==> src/u2_defs.vh <==
// Constants, register map and field layout of the secondary serial port.
// Overview of operation
// - Two mode bits pick modes zero to three
// - No framing check, no address matching
// - Modes 2/3 multiproc: ninth bit must be one
// - Mode 1 multiproc: stop bit must be valid
// - Reception only while receive enable set
// - Modes 2/3 send software ninth bit
// - Received ninth bit: bit nine or stop
// - Transmit flag set per mode, software clears
// - Receive flag set per mode, software clears
// - Baud timer counts only while run set
// - Double-rate bit doubles modes 1-3 rate
// - Clock select: system clock or divided twelve
// - Modes 1/3 rate from timer reload value
// - Mode 2 rate clock/64 or clock/32
// - Mode 0 rate clock/12 or clock/2
// - Primary port may use this baud timer
// - Clock-out pin: 50% wave from overflows
// - Both ports run independently unless sharing
// - Buffer write starts transmit, latches ninth bit
// - Sixteen-times sampling, majority of 7/8/9
// - Final shift loads only if flag clear
`ifndef U2_DEFS_VH
`define U2_DEFS_VH

// Register indices; the byte address is four times the index.
`define U2_IDX_AUX        10'h08E
`define U2_IDX_CONTROL    10'h099
`define U2_IDX_BUFFER     10'h09A
`define U2_IDX_AUX_TWO    10'h0A6
`define U2_IDX_RELOAD     10'h0BA

// Reset values.
`define U2_RST_BYTE       8'h00

// Control register fields.
`define U2_C_MODE_HI      7
`define U2_C_MODE_LO      6
`define U2_C_MULTIPROC    5
`define U2_C_RX_EN        4
`define U2_C_TX_NINTH     3
`define U2_C_RX_NINTH     2
`define U2_C_TX_DONE      1
`define U2_C_RX_DONE      0

// Auxiliary register fields.
`define U2_A_TIMER_SUBST  7
`define U2_A2_MODE0_SPEED 5
`define U2_A2_RUN         4
`define U2_A2_DOUBLE      3
`define U2_A2_CLK_SEL     2
`define U2_A2_CLKOUT_EN   1

// Timing counts in system clocks.
`define U2_PRESCALE_LAST  4'hB
`define U2_M0_HALF_SLOW   3'h5
`define U2_M0_HALF_FAST   3'h0
`define U2_M2_DIV_SLOW    2'h3
`define U2_M2_DIV_FAST    2'h1

// Frame positions in sixteenths and bits.
`define U2_PH_S1          4'h7
`define U2_PH_S2          4'h8
`define U2_PH_S3          4'h9
`define U2_PH_LAST        4'hF
`define U2_STOP_8BIT      4'h9
`define U2_STOP_9BIT      4'hA
`define U2_M0_LAST_BIT    3'h7

`endif

==> src/u2_baud_timer.v <==
// Dedicated baud timer with prescaler and square-wave clock output.
`timescale 1ns/1ps
`default_nettype none
`include "u2_defs.vh"
module u2_baud_timer #(
  parameter W = 8
) (
  input  wire         clk_in,
  input  wire         rst_in,
  input  wire         run_in,
  input  wire         clk_sel_in,
  input  wire         clkout_en_in,
  input  wire [W-1:0] reload_in,
  output wire         ovf_out,
  output reg          clkout_out
);
  reg  [3:0]   pre_q;    // Divide-by-twelve prescaler.
  reg  [W-1:0] cnt_q;    // Up-counter.
  wire         step;     // Counter advance enable.

  // The prescaler runs freely so the divided rate has a fixed phase.
  always @(posedge clk_in) begin
    if (rst_in || pre_q == `U2_PRESCALE_LAST) begin
      pre_q <= 4'h0;
    end else begin
      pre_q <= pre_q + 4'h1;
    end
  end

  assign step    = run_in && (clk_sel_in || pre_q == `U2_PRESCALE_LAST);
  assign ovf_out = step && (&cnt_q);

  // Count up and reload on rollover; a stopped timer holds its value.
  always @(posedge clk_in) begin
    if (rst_in) begin
      cnt_q <= {W{1'b0}};
    end else if (ovf_out) begin
      cnt_q <= reload_in;
    end else if (step) begin
      cnt_q <= cnt_q + {{(W-1){1'b0}}, 1'b1};
    end
  end

  // Toggling on each overflow gives an exact half duty wave.
  always @(posedge clk_in) begin
    if (rst_in || !clkout_en_in) begin
      clkout_out <= 1'b0;
    end else if (ovf_out) begin
      clkout_out <= ~clkout_out;
    end
  end
endmodule
`default_nettype wire

==> src/u2_uart.v <==
// Secondary serial port with AHB-Lite register access.
`timescale 1ns/1ps
`default_nettype none
`include "u2_defs.vh"
module u2_uart (
  input  wire        MCLK_IN,
  input  wire        RESET_IN,
  input  wire        HSEL_IN,
  input  wire [31:0] HADDR_IN,
  input  wire [1:0]  HTRANS_IN,
  input  wire        HWRITE_IN,
  input  wire [2:0]  HSIZE_IN,
  input  wire [31:0] HWDATA_IN,
  input  wire        HREADY_IN,
  output wire [31:0] HRDATA_OUT,
  output wire        HREADYOUT_OUT,
  output wire        HRESP_OUT,
  output wire        SERIAL_TX_PIN_OUT,
  input  wire        SERIAL_RX_PIN_IN,
  output wire        SERIAL_RX_PIN_OUT,
  output wire        SERIAL_RX_PIN_OE_OUT,
  output wire        CLOCK_OUT_PIN_OUT,
  output wire        CLOCK_OUT_PIN_OE_OUT,
  input  wire        T1_OVF_IN,
  input  wire        TX_CLOCK_FROM_T2_IN,
  input  wire        RX_CLOCK_FROM_T2_IN,
  output wire        PRI_BAUD_OVF_OUT
);
  // Register state.
  reg  [7:3]  ctrl_q;     // Mode, multiproc, receive enable, transmit ninth bit.
  reg         rx9_q;      // Received ninth bit.
  reg         ti_q;       // Transmit done flag.
  reg         ri_q;       // Receive done flag.
  reg  [7:0]  rx_buf_q;   // Received byte as read by software.
  reg         subst_q;    // Primary port timer substitute.
  reg  [7:0]  aux2_q;     // Second auxiliary register.
  reg  [7:0]  reload_q;   // Baud timer reload value.
  // Bus state.
  reg         wr_q;       // Write data phase pending.
  reg         rd_q;       // Read wait cycle pending.
  reg  [9:0]  idx_q;      // Latched register index.
  reg  [31:0] hrdata_q;   // Read data.
  reg  [7:0]  rd_val;     // Read mux result.
  // Transmit state for modes 1 to 3.
  reg  [7:0]  tx_byte_q;  // Byte waiting to go.
  reg         tx9_q;      // Ninth bit latched at the buffer write.
  reg         tx_pend_q;  // Transmit requested.
  reg         tx_busy_q;  // Frame on the line.
  reg  [10:0] tx_sh_q;    // Outgoing frame shifter.
  reg  [3:0]  tx_cnt_q;   // Bits already sent.
  reg  [3:0]  tx_div_q;   // Transmit sixteenth counter.
  reg         tx_line_q;  // Transmit line level.
  // Receive state for modes 1 to 3.
  reg         rx_last_q;  // Previous sample for edge search.
  reg         rx_busy_q;  // Frame being received.
  reg  [3:0]  rx_ph_q;    // Sixteenth within the bit.
  reg  [3:0]  rx_cnt_q;   // Bit number, zero for start.
  reg  [1:0]  rx_smp_q;   // First two of three samples.
  reg  [7:0]  rx_sh_q;    // Incoming data shifter.
  reg         rx_bit9_q;  // Incoming ninth bit.
  // Rate generation.
  reg  [1:0]  m2_div_q;   // Mode 2 divider.
  reg         half_q;     // Timer overflow halver.
  // Mode 0 shift engine.
  reg         m0_busy_q;  // Shifting in progress.
  reg         m0_tx_q;    // Direction, high when sending.
  reg         m0_req_q;   // Receive requested.
  reg         m0_pend_q;  // Send requested.
  reg         m0_clk_q;   // Shift clock level.
  reg  [2:0]  m0_div_q;   // Half-bit divider.
  reg  [2:0]  m0_bit_q;   // Bit number.
  reg  [7:0]  m0_sh_q;    // Shift register.

  wire [7:0] wbyte  = HWDATA_IN[7:0];
  wire [1:0] mode   = {ctrl_q[`U2_C_MODE_HI], ctrl_q[`U2_C_MODE_LO]};
  wire       mode0  = (mode == 2'b00);
  wire       mode1  = (mode == 2'b01);
  wire       mode2  = (mode == 2'b10);
  wire       sm2    = ctrl_q[`U2_C_MULTIPROC];
  wire       ren    = ctrl_q[`U2_C_RX_EN];
  wire       dbl    = aux2_q[`U2_A2_DOUBLE];
  wire       addr_ph = HSEL_IN && HREADY_IN && HTRANS_IN[1];
  wire       we_ctrl = wr_q && (idx_q == `U2_IDX_CONTROL);
  wire       we_buf  = wr_q && (idx_q == `U2_IDX_BUFFER);
  wire       ovf;     // Baud timer overflow pulse.
  wire       tick16;  // Sixteen-times bit rate enable.
  wire       tx_roll = tick16 && (&tx_div_q);
  wire [3:0] stop_ix = mode1 ? `U2_STOP_8BIT : `U2_STOP_9BIT;
  wire       vote;    // Majority of the three samples.
  wire       rx_take; // Frame accepted at the stop bit.
  wire       rx_stop; // Stop bit sample point.
  wire       m0_tick; // Half-bit enable in mode 0.
  wire       m0_done; // Last mode 0 shift.
  wire       ti_set;
  wire       ri_set;

  // One read wait state lets a read follow a write and still see it.
  assign HREADYOUT_OUT = !rd_q;
  assign HRESP_OUT     = 1'b0;
  assign HRDATA_OUT    = hrdata_q;

  // Address phase capture; only whole-word transfers are expected.
  always @(posedge MCLK_IN) begin
    if (RESET_IN) begin
      wr_q  <= 1'b0;
      rd_q  <= 1'b0;
      idx_q <= 10'h000;
    end else begin
      wr_q <= addr_ph && HWRITE_IN;
      rd_q <= addr_ph && !HWRITE_IN;
      if (addr_ph) begin
        idx_q <= HADDR_IN[11:2];
      end
    end
  end

  // Read mux; unmapped indices read zero.
  always @* begin
    case (idx_q)
      `U2_IDX_CONTROL: rd_val = {ctrl_q, rx9_q, ti_q, ri_q};
      `U2_IDX_BUFFER:  rd_val = rx_buf_q;
      `U2_IDX_AUX:     rd_val = {subst_q, 7'h00};
      `U2_IDX_AUX_TWO: rd_val = aux2_q;
      `U2_IDX_RELOAD:  rd_val = reload_q;
      default:         rd_val = 8'h00;
    endcase
  end

  // Read data is captured in the wait cycle and held until the next read.
  always @(posedge MCLK_IN) begin
    if (RESET_IN) begin
      hrdata_q <= 32'h00000000;
    end else if (rd_q) begin
      hrdata_q <= {24'h000000, rd_val};
    end
  end

  // Software registers; hardware flag sets win over a software clear.
  always @(posedge MCLK_IN) begin
    if (RESET_IN) begin
      ctrl_q   <= 5'h00;
      rx9_q    <= 1'b0;
      ti_q     <= 1'b0;
      ri_q     <= 1'b0;
      subst_q  <= 1'b0;
      aux2_q   <= `U2_RST_BYTE;
      reload_q <= `U2_RST_BYTE;
    end else begin
      if (we_ctrl) begin
        ctrl_q <= wbyte[7:3];
      end
      if (wr_q && idx_q == `U2_IDX_AUX) begin
        subst_q <= wbyte[`U2_A_TIMER_SUBST];
      end
      if (wr_q && idx_q == `U2_IDX_AUX_TWO) begin
        aux2_q <= wbyte;
      end
      if (wr_q && idx_q == `U2_IDX_RELOAD) begin
        reload_q <= wbyte;
      end
      if (rx_take) begin
        rx9_q <= mode1 ? vote : rx_bit9_q;
      end else if (we_ctrl) begin
        rx9_q <= wbyte[`U2_C_RX_NINTH];
      end
      ti_q <= ti_set | (we_ctrl ? wbyte[`U2_C_TX_DONE] : ti_q);
      ri_q <= ri_set | (we_ctrl ? wbyte[`U2_C_RX_DONE] : ri_q);
    end
  end

  // Received byte buffer, loaded by either engine.
  always @(posedge MCLK_IN) begin
    if (RESET_IN) begin
      rx_buf_q <= `U2_RST_BYTE;
    end else if (rx_take) begin
      rx_buf_q <= rx_sh_q;
    end else if (m0_done && !m0_tx_q) begin
      rx_buf_q <= {SERIAL_RX_PIN_IN, m0_sh_q[7:1]};
    end
  end

  u2_baud_timer #(
    .W (8)
  ) u_timer (
    .clk_in       (MCLK_IN),
    .rst_in       (RESET_IN),
    .run_in       (aux2_q[`U2_A2_RUN]),
    .clk_sel_in   (aux2_q[`U2_A2_CLK_SEL]),
    .clkout_en_in (aux2_q[`U2_A2_CLKOUT_EN]),
    .reload_in    (reload_q),
    .ovf_out      (ovf),
    .clkout_out   (CLOCK_OUT_PIN_OUT)
  );

  // The clock-out pin is taken over only while enabled.
  assign CLOCK_OUT_PIN_OE_OUT = aux2_q[`U2_A2_CLKOUT_EN];
  // The primary port keeps its own timer unless it hands over to ours.
  assign PRI_BAUD_OVF_OUT = (subst_q && !TX_CLOCK_FROM_T2_IN && !RX_CLOCK_FROM_T2_IN)
                            ? ovf : T1_OVF_IN;

  // Mode 2 divider and overflow halver produce the sixteen-times tick.
  always @(posedge MCLK_IN) begin
    if (RESET_IN) begin
      m2_div_q <= 2'h0;
      half_q   <= 1'b0;
    end else begin
      m2_div_q <= m2_div_q + 2'h1;
      if (ovf) begin
        half_q <= ~half_q;
      end
    end
  end

  assign tick16 = mode2 ? (dbl ? ((m2_div_q & `U2_M2_DIV_FAST) == `U2_M2_DIV_FAST)
                              : (m2_div_q == `U2_M2_DIV_SLOW))
                        : (!mode0 && ovf && (dbl || half_q));

  // Transmitter: the frame starts on the next sixteenth rollover.
  always @(posedge MCLK_IN) begin
    if (RESET_IN) begin
      tx_div_q  <= 4'h0;
      tx_pend_q <= 1'b0;
      tx_busy_q <= 1'b0;
      tx_sh_q   <= 11'h7FF;
      tx_cnt_q  <= 4'h0;
      tx_line_q <= 1'b1;
      tx_byte_q <= 8'h00;
      tx9_q     <= 1'b0;
    end else begin
      if (tick16) begin
        tx_div_q <= tx_div_q + 4'h1;
      end
      if (we_buf) begin
        tx_byte_q <= wbyte;
        tx9_q     <= ctrl_q[`U2_C_TX_NINTH];
      end
      if (we_buf && !mode0) begin
        tx_pend_q <= 1'b1;
      end else if (tx_roll && !tx_busy_q && tx_pend_q) begin
        tx_pend_q <= 1'b0;
        tx_busy_q <= 1'b1;
        tx_cnt_q  <= 4'h0;
        tx_line_q <= 1'b0;
        tx_sh_q   <= {1'b1, mode1 ? 1'b1 : tx9_q, tx_byte_q, 1'b0};
      end else if (tx_roll && tx_busy_q) begin
        tx_cnt_q  <= tx_cnt_q + 4'h1;
        tx_sh_q   <= {1'b1, tx_sh_q[10:1]};
        tx_line_q <= tx_sh_q[1];
        if (tx_cnt_q == stop_ix) begin
          tx_busy_q <= 1'b0;
          tx_line_q <= 1'b1;
        end
      end
    end
  end

  // Mode 0 clocks on the transmit pin; the other modes send frames there.
  assign SERIAL_TX_PIN_OUT = mode0 ? m0_clk_q : tx_line_q;

  assign vote    = (rx_smp_q[0] & rx_smp_q[1]) | (rx_smp_q[0] | rx_smp_q[1]) & SERIAL_RX_PIN_IN;
  assign rx_stop = tick16 && rx_busy_q && rx_ph_q == `U2_PH_S3 && rx_cnt_q == stop_ix;
  // No framing or address check is made here.
  assign rx_take = rx_stop && !ri_q
                   && (!sm2 || (mode1 ? vote : rx_bit9_q));
  assign ti_set  = (tx_roll && tx_busy_q && tx_cnt_q + 4'h1 == stop_ix)
                   || (m0_done && m0_tx_q);
  assign ri_set  = rx_take || (m0_done && !m0_tx_q);

  // Receiver: edge search, three-sample vote, shift, and accept.
  always @(posedge MCLK_IN) begin
    if (RESET_IN) begin
      rx_last_q <= 1'b1;
      rx_busy_q <= 1'b0;
      rx_ph_q   <= 4'h0;
      rx_cnt_q  <= 4'h0;
      rx_smp_q  <= 2'b11;
      rx_sh_q   <= 8'h00;
      rx_bit9_q <= 1'b0;
    end else if (tick16) begin
      rx_last_q <= SERIAL_RX_PIN_IN;
      if (!rx_busy_q) begin
        if (ren && rx_last_q && !SERIAL_RX_PIN_IN) begin
          rx_busy_q <= 1'b1;
          rx_ph_q   <= 4'h0;
          rx_cnt_q  <= 4'h0;
        end
      end else begin
        rx_ph_q <= rx_ph_q + 4'h1;
        if (rx_ph_q == `U2_PH_S1) begin
          rx_smp_q[0] <= SERIAL_RX_PIN_IN;
        end
        if (rx_ph_q == `U2_PH_S2) begin
          rx_smp_q[1] <= SERIAL_RX_PIN_IN;
        end
        if (rx_ph_q == `U2_PH_S3) begin
          if (rx_cnt_q == 4'h0 && vote) begin
            rx_busy_q <= 1'b0;
          end else if (rx_cnt_q > 4'h0 && rx_cnt_q < `U2_STOP_8BIT) begin
            rx_sh_q <= {vote, rx_sh_q[7:1]};
          end else if (rx_cnt_q == `U2_STOP_8BIT && !mode1) begin
            rx_bit9_q <= vote;
          end
        end
        if (rx_ph_q == `U2_PH_LAST) begin
          rx_cnt_q <= rx_cnt_q + 4'h1;
          if (rx_cnt_q == stop_ix) begin
            rx_busy_q <= 1'b0;
          end
        end
      end
    end
  end

  assign m0_tick = m0_div_q == (aux2_q[`U2_A2_MODE0_SPEED] ? `U2_M0_HALF_FAST
                                                          : `U2_M0_HALF_SLOW);
  assign m0_done = m0_busy_q && m0_tick && m0_clk_q && m0_bit_q == `U2_M0_LAST_BIT;
  assign SERIAL_RX_PIN_OUT    = m0_sh_q[0];
  assign SERIAL_RX_PIN_OE_OUT = m0_busy_q && m0_tx_q;

  // Mode 0 shift engine: clock low then high per bit, data LSB first.
  always @(posedge MCLK_IN) begin
    if (RESET_IN) begin
      m0_busy_q <= 1'b0;
      m0_tx_q   <= 1'b0;
      m0_req_q  <= 1'b0;
      m0_pend_q <= 1'b0;
      m0_clk_q  <= 1'b1;
      m0_div_q  <= 3'h0;
      m0_bit_q  <= 3'h0;
      m0_sh_q   <= 8'hFF;
    end else begin
      m0_div_q <= m0_tick ? 3'h0 : m0_div_q + 3'h1;
      if (we_buf && mode0) begin
        m0_pend_q <= 1'b1;
        m0_sh_q   <= wbyte;
      end
      if (we_ctrl) begin
        m0_req_q <= wbyte[`U2_C_RX_EN] && !wbyte[`U2_C_RX_DONE];
      end
      if (!mode0) begin
        m0_busy_q <= 1'b0;
        m0_clk_q  <= 1'b1;
        m0_pend_q <= 1'b0;
        m0_req_q  <= 1'b0;
      end else if (!m0_busy_q && m0_tick && (m0_pend_q || (m0_req_q && !ri_q))) begin
        m0_busy_q <= 1'b1;
        m0_tx_q   <= m0_pend_q;
        m0_pend_q <= 1'b0;
        m0_req_q  <= 1'b0;
        m0_bit_q  <= 3'h0;
        m0_clk_q  <= 1'b0;
      end else if (m0_busy_q && m0_tick) begin
        m0_clk_q <= ~m0_clk_q;
        if (m0_clk_q) begin
          m0_bit_q <= m0_bit_q + 3'h1;
          m0_sh_q  <= {m0_tx_q ? 1'b1 : SERIAL_RX_PIN_IN, m0_sh_q[7:1]};
          if (m0_bit_q == `U2_M0_LAST_BIT) begin
            m0_busy_q <= 1'b0;
            m0_clk_q  <= 1'b1; // Park the shift clock high, its rest level.
          end
        end
      end
    end
  end
endmodule
`default_nettype wire

==> config.mk <==
export PLATFORM = sky130hd
export DESIGN_NAME = u2_uart
export DESIGN_NICKNAME = d
export VERILOG_FILES = /design/src/u2_baud_timer.v /design/src/u2_uart.v
export VERILOG_INCLUDE_DIRS = /design/src
export SDC_FILE = /design/constraint.sdc
export NUM_CORES = 1
export LEC_CHECK = 0
export ABC_AREA = 1
export BUFFER_PORTS_ARGS = -buffer_cell sky130_fd_sc_hd__buf_2
export CAP_MARGIN = 20
export CORE_UTILIZATION = 35
export DETAILED_ROUTE_END_ITERATION = 12
export GPL_TIMING_DRIVEN = 0
export PLACE_DENSITY_LB_ADDON = 0.08
export SLEW_MARGIN = 20
export SYNTH_ARGS = -nofsm -noshare
export SYNTH_HDL_FRONTEND = slang
export SYNTH_SLANG_ARGS = --single-unit
==> constraint.sdc <==
create_clock -name MCLK_IN -period 2.35 [get_ports MCLK_IN]
set_input_delay 0.3525 -clock MCLK_IN [delete_from_list [all_inputs] [get_ports MCLK_IN]]
set_output_delay 0.3525 -clock MCLK_IN [all_outputs]
set_load 0.1 [all_outputs]
; ---- Word level (Yosys, flattened, before mapping)
; Index checks and enable logic that the tools add are counted.
[totals]
inputBits = 78
register_bits = 140
out_inout_bits = 40
[op_classes]
n_lt_le_gt_ge = 2
n_reduce_logical = 92
n_eq_ne = 20
add_sub_neg = 9
bitwise = 13
n_mux = 56
[ops]
columns = operator, count
row1 = 8-bit 2-to-1 mux, 9
row2 = "10-bit by 8-bit equality test with 1-bit output, second input constant", 5
row3 = 1-bit logical AND, 42
row4 = 8-bit one-hot mux with 5 select lines, 1
row5 = 1-bit 2-to-1 mux, 33
row6 = 4-bit 2-to-1 mux, 6
row7 = 11-bit 2-to-1 mux, 2
row8 = "4-bit by 1-bit adder with 4-bit output, second input constant", 5
row9 = "4-bit equality test, second input constant", 5
row10 = 2-bit nonzero test, 10
row11 = 3-bit AND reduction, 6
row12 = 1-bit zero test, 14
row13 = 4-bit equality test, 3
row14 = 3-bit 2-to-1 mux, 4
row15 = "8-bit by 1-bit adder with 8-bit output, second input constant", 1
row16 = 1-bit logical OR, 8
row17 = 8-bit AND reduction, 1
row18 = 1-bit NOT, 7
row19 = "3-bit by 1-bit adder with 3-bit output, second input constant", 2
row20 = 2-bit AND reduction, 3
row21 = 6-bit AND reduction, 1
row22 = 5-bit AND reduction, 1
row23 = "2-bit equality test, second input constant", 2
row24 = "4-bit by 3-bit equality test with 1-bit output, second input constant", 1
row25 = 15 further kinds, 20

; ---- Longest topological paths before layout
[logic_depth]
depth_word = 14
mapped_depth = 12

; ---- Cells and area by module
; A second synthesis with hierarchy kept.
[hier_totals]
cells_unflattened = 951
hier_area_um2 = 6857.8
[modules_own_cells]
columns = mod, area_per_inst_um2, cells_each, instances
row1 = u2_uart, 6070.8, 832, 1
row2 = u2_baud_timer, 787.0, 119, 1

; ---- Worst setup path after synthesis
; Ideal clock, no wire load.
[synth_path]
path_kind = register -> output
startpoint = register ctrl_q[6] (netlist bit)
endpoint = output port SERIAL_TX_PIN_OUT
required_ps = 1997
stages_incl_launch_ff = 4
slack_ps = -885
t_arrival_ps = 2883
path_buffers = 0
cell_sequence = dfxtp_1 -> nor2_1 -> inv_1 -> o21ai_0
[synth_via]
elab_chain_len = 2
[synth_rtl]
columns = item, line_no
row1 = start: declaration, u2_uart.v:30  ; reg [7:3] ctrl_q;
row2 = start signal: assignment, u2_uart.v:150  ; ctrl_q <= wbyte[7:3];
row3 = 2-bit zero test, u2_uart.v:76  ; wire mode0 = (mode == 2'b00);
row4 = 1-bit 2-to-1 mux, u2_uart.v:258  ; assign SERIAL_TX_PIN_OUT = mode0 ? m0_clk_q : tx_line_q;
row5 = end: declaration, u2_uart.v:18  ; output wire SERIAL_TX_PIN_OUT,
; Every way passes these cells.

; ---- Final worst setup path
[layout_path]
startpoint = register u_timer.cnt_q[0]
endpoint = output port PRI_BAUD_OVF_OUT
[layout_via]
elab_chain_len = 3
[layout_rtl]
columns = item, line_no
row1 = start: declaration, u2_baud_timer.v:18  ; reg [W-1:0] cnt_q;
row2 = start signal: assignment, u2_baud_timer.v:36  ; cnt_q <= {W{1'b0}};
row3 = start signal: assignment, u2_baud_timer.v:38  ; cnt_q <= reload_in;
row4 = start signal: assignment, u2_baud_timer.v:40  ; cnt_q <= cnt_q + {{(W-1){1'b0}}, 1'b1};
row5 = 8-bit AND reduction, u2_baud_timer.v:31  ; assign ovf_out = step && (&cnt_q);
row6 = 1-bit logical AND, u2_baud_timer.v:31
row7 = 1-bit 2-to-1 mux, u2_uart.v:199  ; ? ovf : T1_OVF_IN;
row8 = end: declaration, u2_uart.v:27  ; output wire PRI_BAUD_OVF_OUT
; Every way passes these cells.

==> metrics.txt <==
highest clock rate=roughly 0.44 GHz; share of cells above drive strength 1=approximately 16%; Final Cell Area=between 8000 and 9000 um^2; Min Hold Slack=about 0.13 ns; worst endpoint required time=roughly 2 ns; # rows=50; outcome=completed; Syn Inst Count=~930; pre-CTS setup slack=-0.08333 ns; DR DRC count=0; dpl hpwl=around 15,000 um; CP Max Fanout=7; diode count=0; CTS tree=done; clk_lat worst skew=between 0.4 and 0.5 ns; fraction of registers with async set/reset=0%; drt wl/cell=roughly 15 um; unrepaired setup endpoints after global routing=true; initial core utilization=35.91%; Tot GR Track Use=between 20% and 30%; number of DRC markers in iteration 0=approximately 420; syn avg cell area=roughly 7.2 um^2; leading cell type in the layout, fill and taps excluded=nand2_1; first drt pass iteration count=5; leak pwr=~0.0035 uW; Final Setup Violations=0; Peak VDD IR=roughly 530 uV; most frequently used flop master after synthesis=dfxtp_1; final core utilization=a little over two fifths; placed cells=about 1,300; commonest cells after routing, fill and taps aside=174 x nand2_1, 134 x dfxtp_1, 119 x inv_1, 96 x a21oi_1, 77 x nor2_1; Clock Tree Root=clkbuf_16; Slew HR=between 30% and 40%; buffers added on ports=between 40 and 50; arrival time worst endpoint=1.91 ns; part of the Yosys area used for sequential elements=40.85%; critical setup path kind=reg2out; area leader, netlist=dfxtp_1; Regs by FF count=idx_q (10), tx_sh_q (9); overflow left after global routing=0; Power per Cell Area=between 600 and 700 nW/um^2; Worst Hold Depth=2; Vias=6,268; number of max-cap violations=0; fin crit period=about 2.3 ns; vias in the first global route=5,783; Via density=just under 5; nets@finish=1,118; final hold vios=0; max reg flops=10; worst min-delay path class=in2reg; Post-DP Area=~7400 um^2; Syn-to-layout area delta=21.52%; register bit total from synthesis=138; Max Slew Vio Count=0; number of synthesized flops with an enable pin=0; Final WS setup=between 0.08 and 0.09 ns; CORE AREA=roughly 19,000 um^2; gpl congestion=just over 0.8; Area contributors post-synth=dfxtp_1 41%, nand2_1 9.8%, a21oi_1 7.1%; CTS clk-pin slew, worst paths=~0.060 ns; die width=141.0 um; cell area after synthesis=6763 um^2; first-pass GRT wire length=~32,000 um; post-synth cell types=a little under 50; R2R depth=10; CP endpoint kind=primary output; Synth top area share=between 40% and 50%; Reg with most FFs=idx_q; Die Area=approximately 20,000 um^2; maximum buffer depth of the clock tree=2; startpoint type of the worst setup path=register; Post-Layout Cell Count=1,299; H-Tree Depth=4; pin count of the biggest net entering global routing=17; Fin Clk Skew=between 0.01 and 0.015 ns; Die Y=around 140 um; clock sink count=roughly 140; Antenna Violating Nets Remaining=0; Num CTS Buffers=17; period utilization=a little over nine tenths; Total Wirelength=19,790 um; warning count from the yosys run=0; initial antenna violation count=0; I/O pin count=around 120; transition time at the pin with the least slew margin=around 0.98 ns
worst paths after layout:
| check | startpoint | to | slack [ns] |
|---|---|---|---|
| max | u_timer.cnt_q[0] | PRI_BAUD_OVF_OUT | 0.08 |
| min reg2reg | u_timer.pre_q[0] | u_timer.pre_q[0] | 0.42 |
| max reg2reg | idx_q[8] | tx_sh_q[9] | 0.14 |
| min | HWRITE_IN | rd_q | 0.13 |
logic make-up after synthesis:
kind of cell / synth area share [%]
and+or+nand+nor: 25.79
AOI/OAI and AO/OA: 17.50
buffers and inverters: 11.91
DFF: 40.85
adders and majority gates: 2.590
xor gates and xnor gates: 1.295
other: 0.05545
what timing repair did:
item | in CTS | in global routing
pin swaps | 1 | 4
hold buffers | 0 | 0
buffers inserted | 1 | 6
cloned | 0 | 1
gates resized for setup | 5 | 32
setup endpoints to repair | 2 | 25
power breakdown:
part | switching [uW] | internal (uW)
Combinational | 340 | 90.3
Clock | 1050 | 1850
Sequential | 16.0 | 2360
Yosys cell counts, drive strengths merged, types with 3 or more instances:
cell    number
nand4       31
a211oi      11
inv        125
clkbuf      22
xor2         6
o211ai       7
buf         32
a31oi        5
ha          14
dfxtp      138
nor3        21
o21ai       81
clkinv       3
xnor2        4
nand2      181
nand3       47
nor2        88
a21oi       99
worst max-delay path, stage by stage, from the launching register on:
cell and delay, ns:
dfxtp_2 0.35, ha_2 0.21, nand2_4 0.07, nor3_4 0.22, buf_6 0.14, nand2_4 0.09, nand2_1 0.08, o21a_1 0.15
buf_12 0.18
metrics by stage:
step                setup TNS [ns]  total power (uW)
CTS                       -0.07889              5761
finish                           0              5712
floorplan                        0              2758
detailed placement        -0.08333              2857
global route              -0.06263              5899
global placement           -0.1028              2857
per-layer routing:
layer  track usage (%)  routed length (um)  vias up
met4             6.293                 295        0
met1             28.10                9597     2902
met3             4.110                 747       17
met5                 0                   0        -
li1                  -                   -     3213
met2             33.94                9149      136
area by class of cell:
type / count / area (um^2)
Clock inverter: 12 / 170.2
Inverter: 128 / 481.7
Timing Repair Buffer: 50 / 305.3
Clock buffer: 20 / 466.7
Buffer: 54 / 335.3
Sequential cell: 138 / 2768
Multi-Input combinational cell: 637 / 3366
Tap cell: 260 / 325.3
Fill cell: 2008 / 10610
Note: power is estimated with default switching activity, not from simulation.
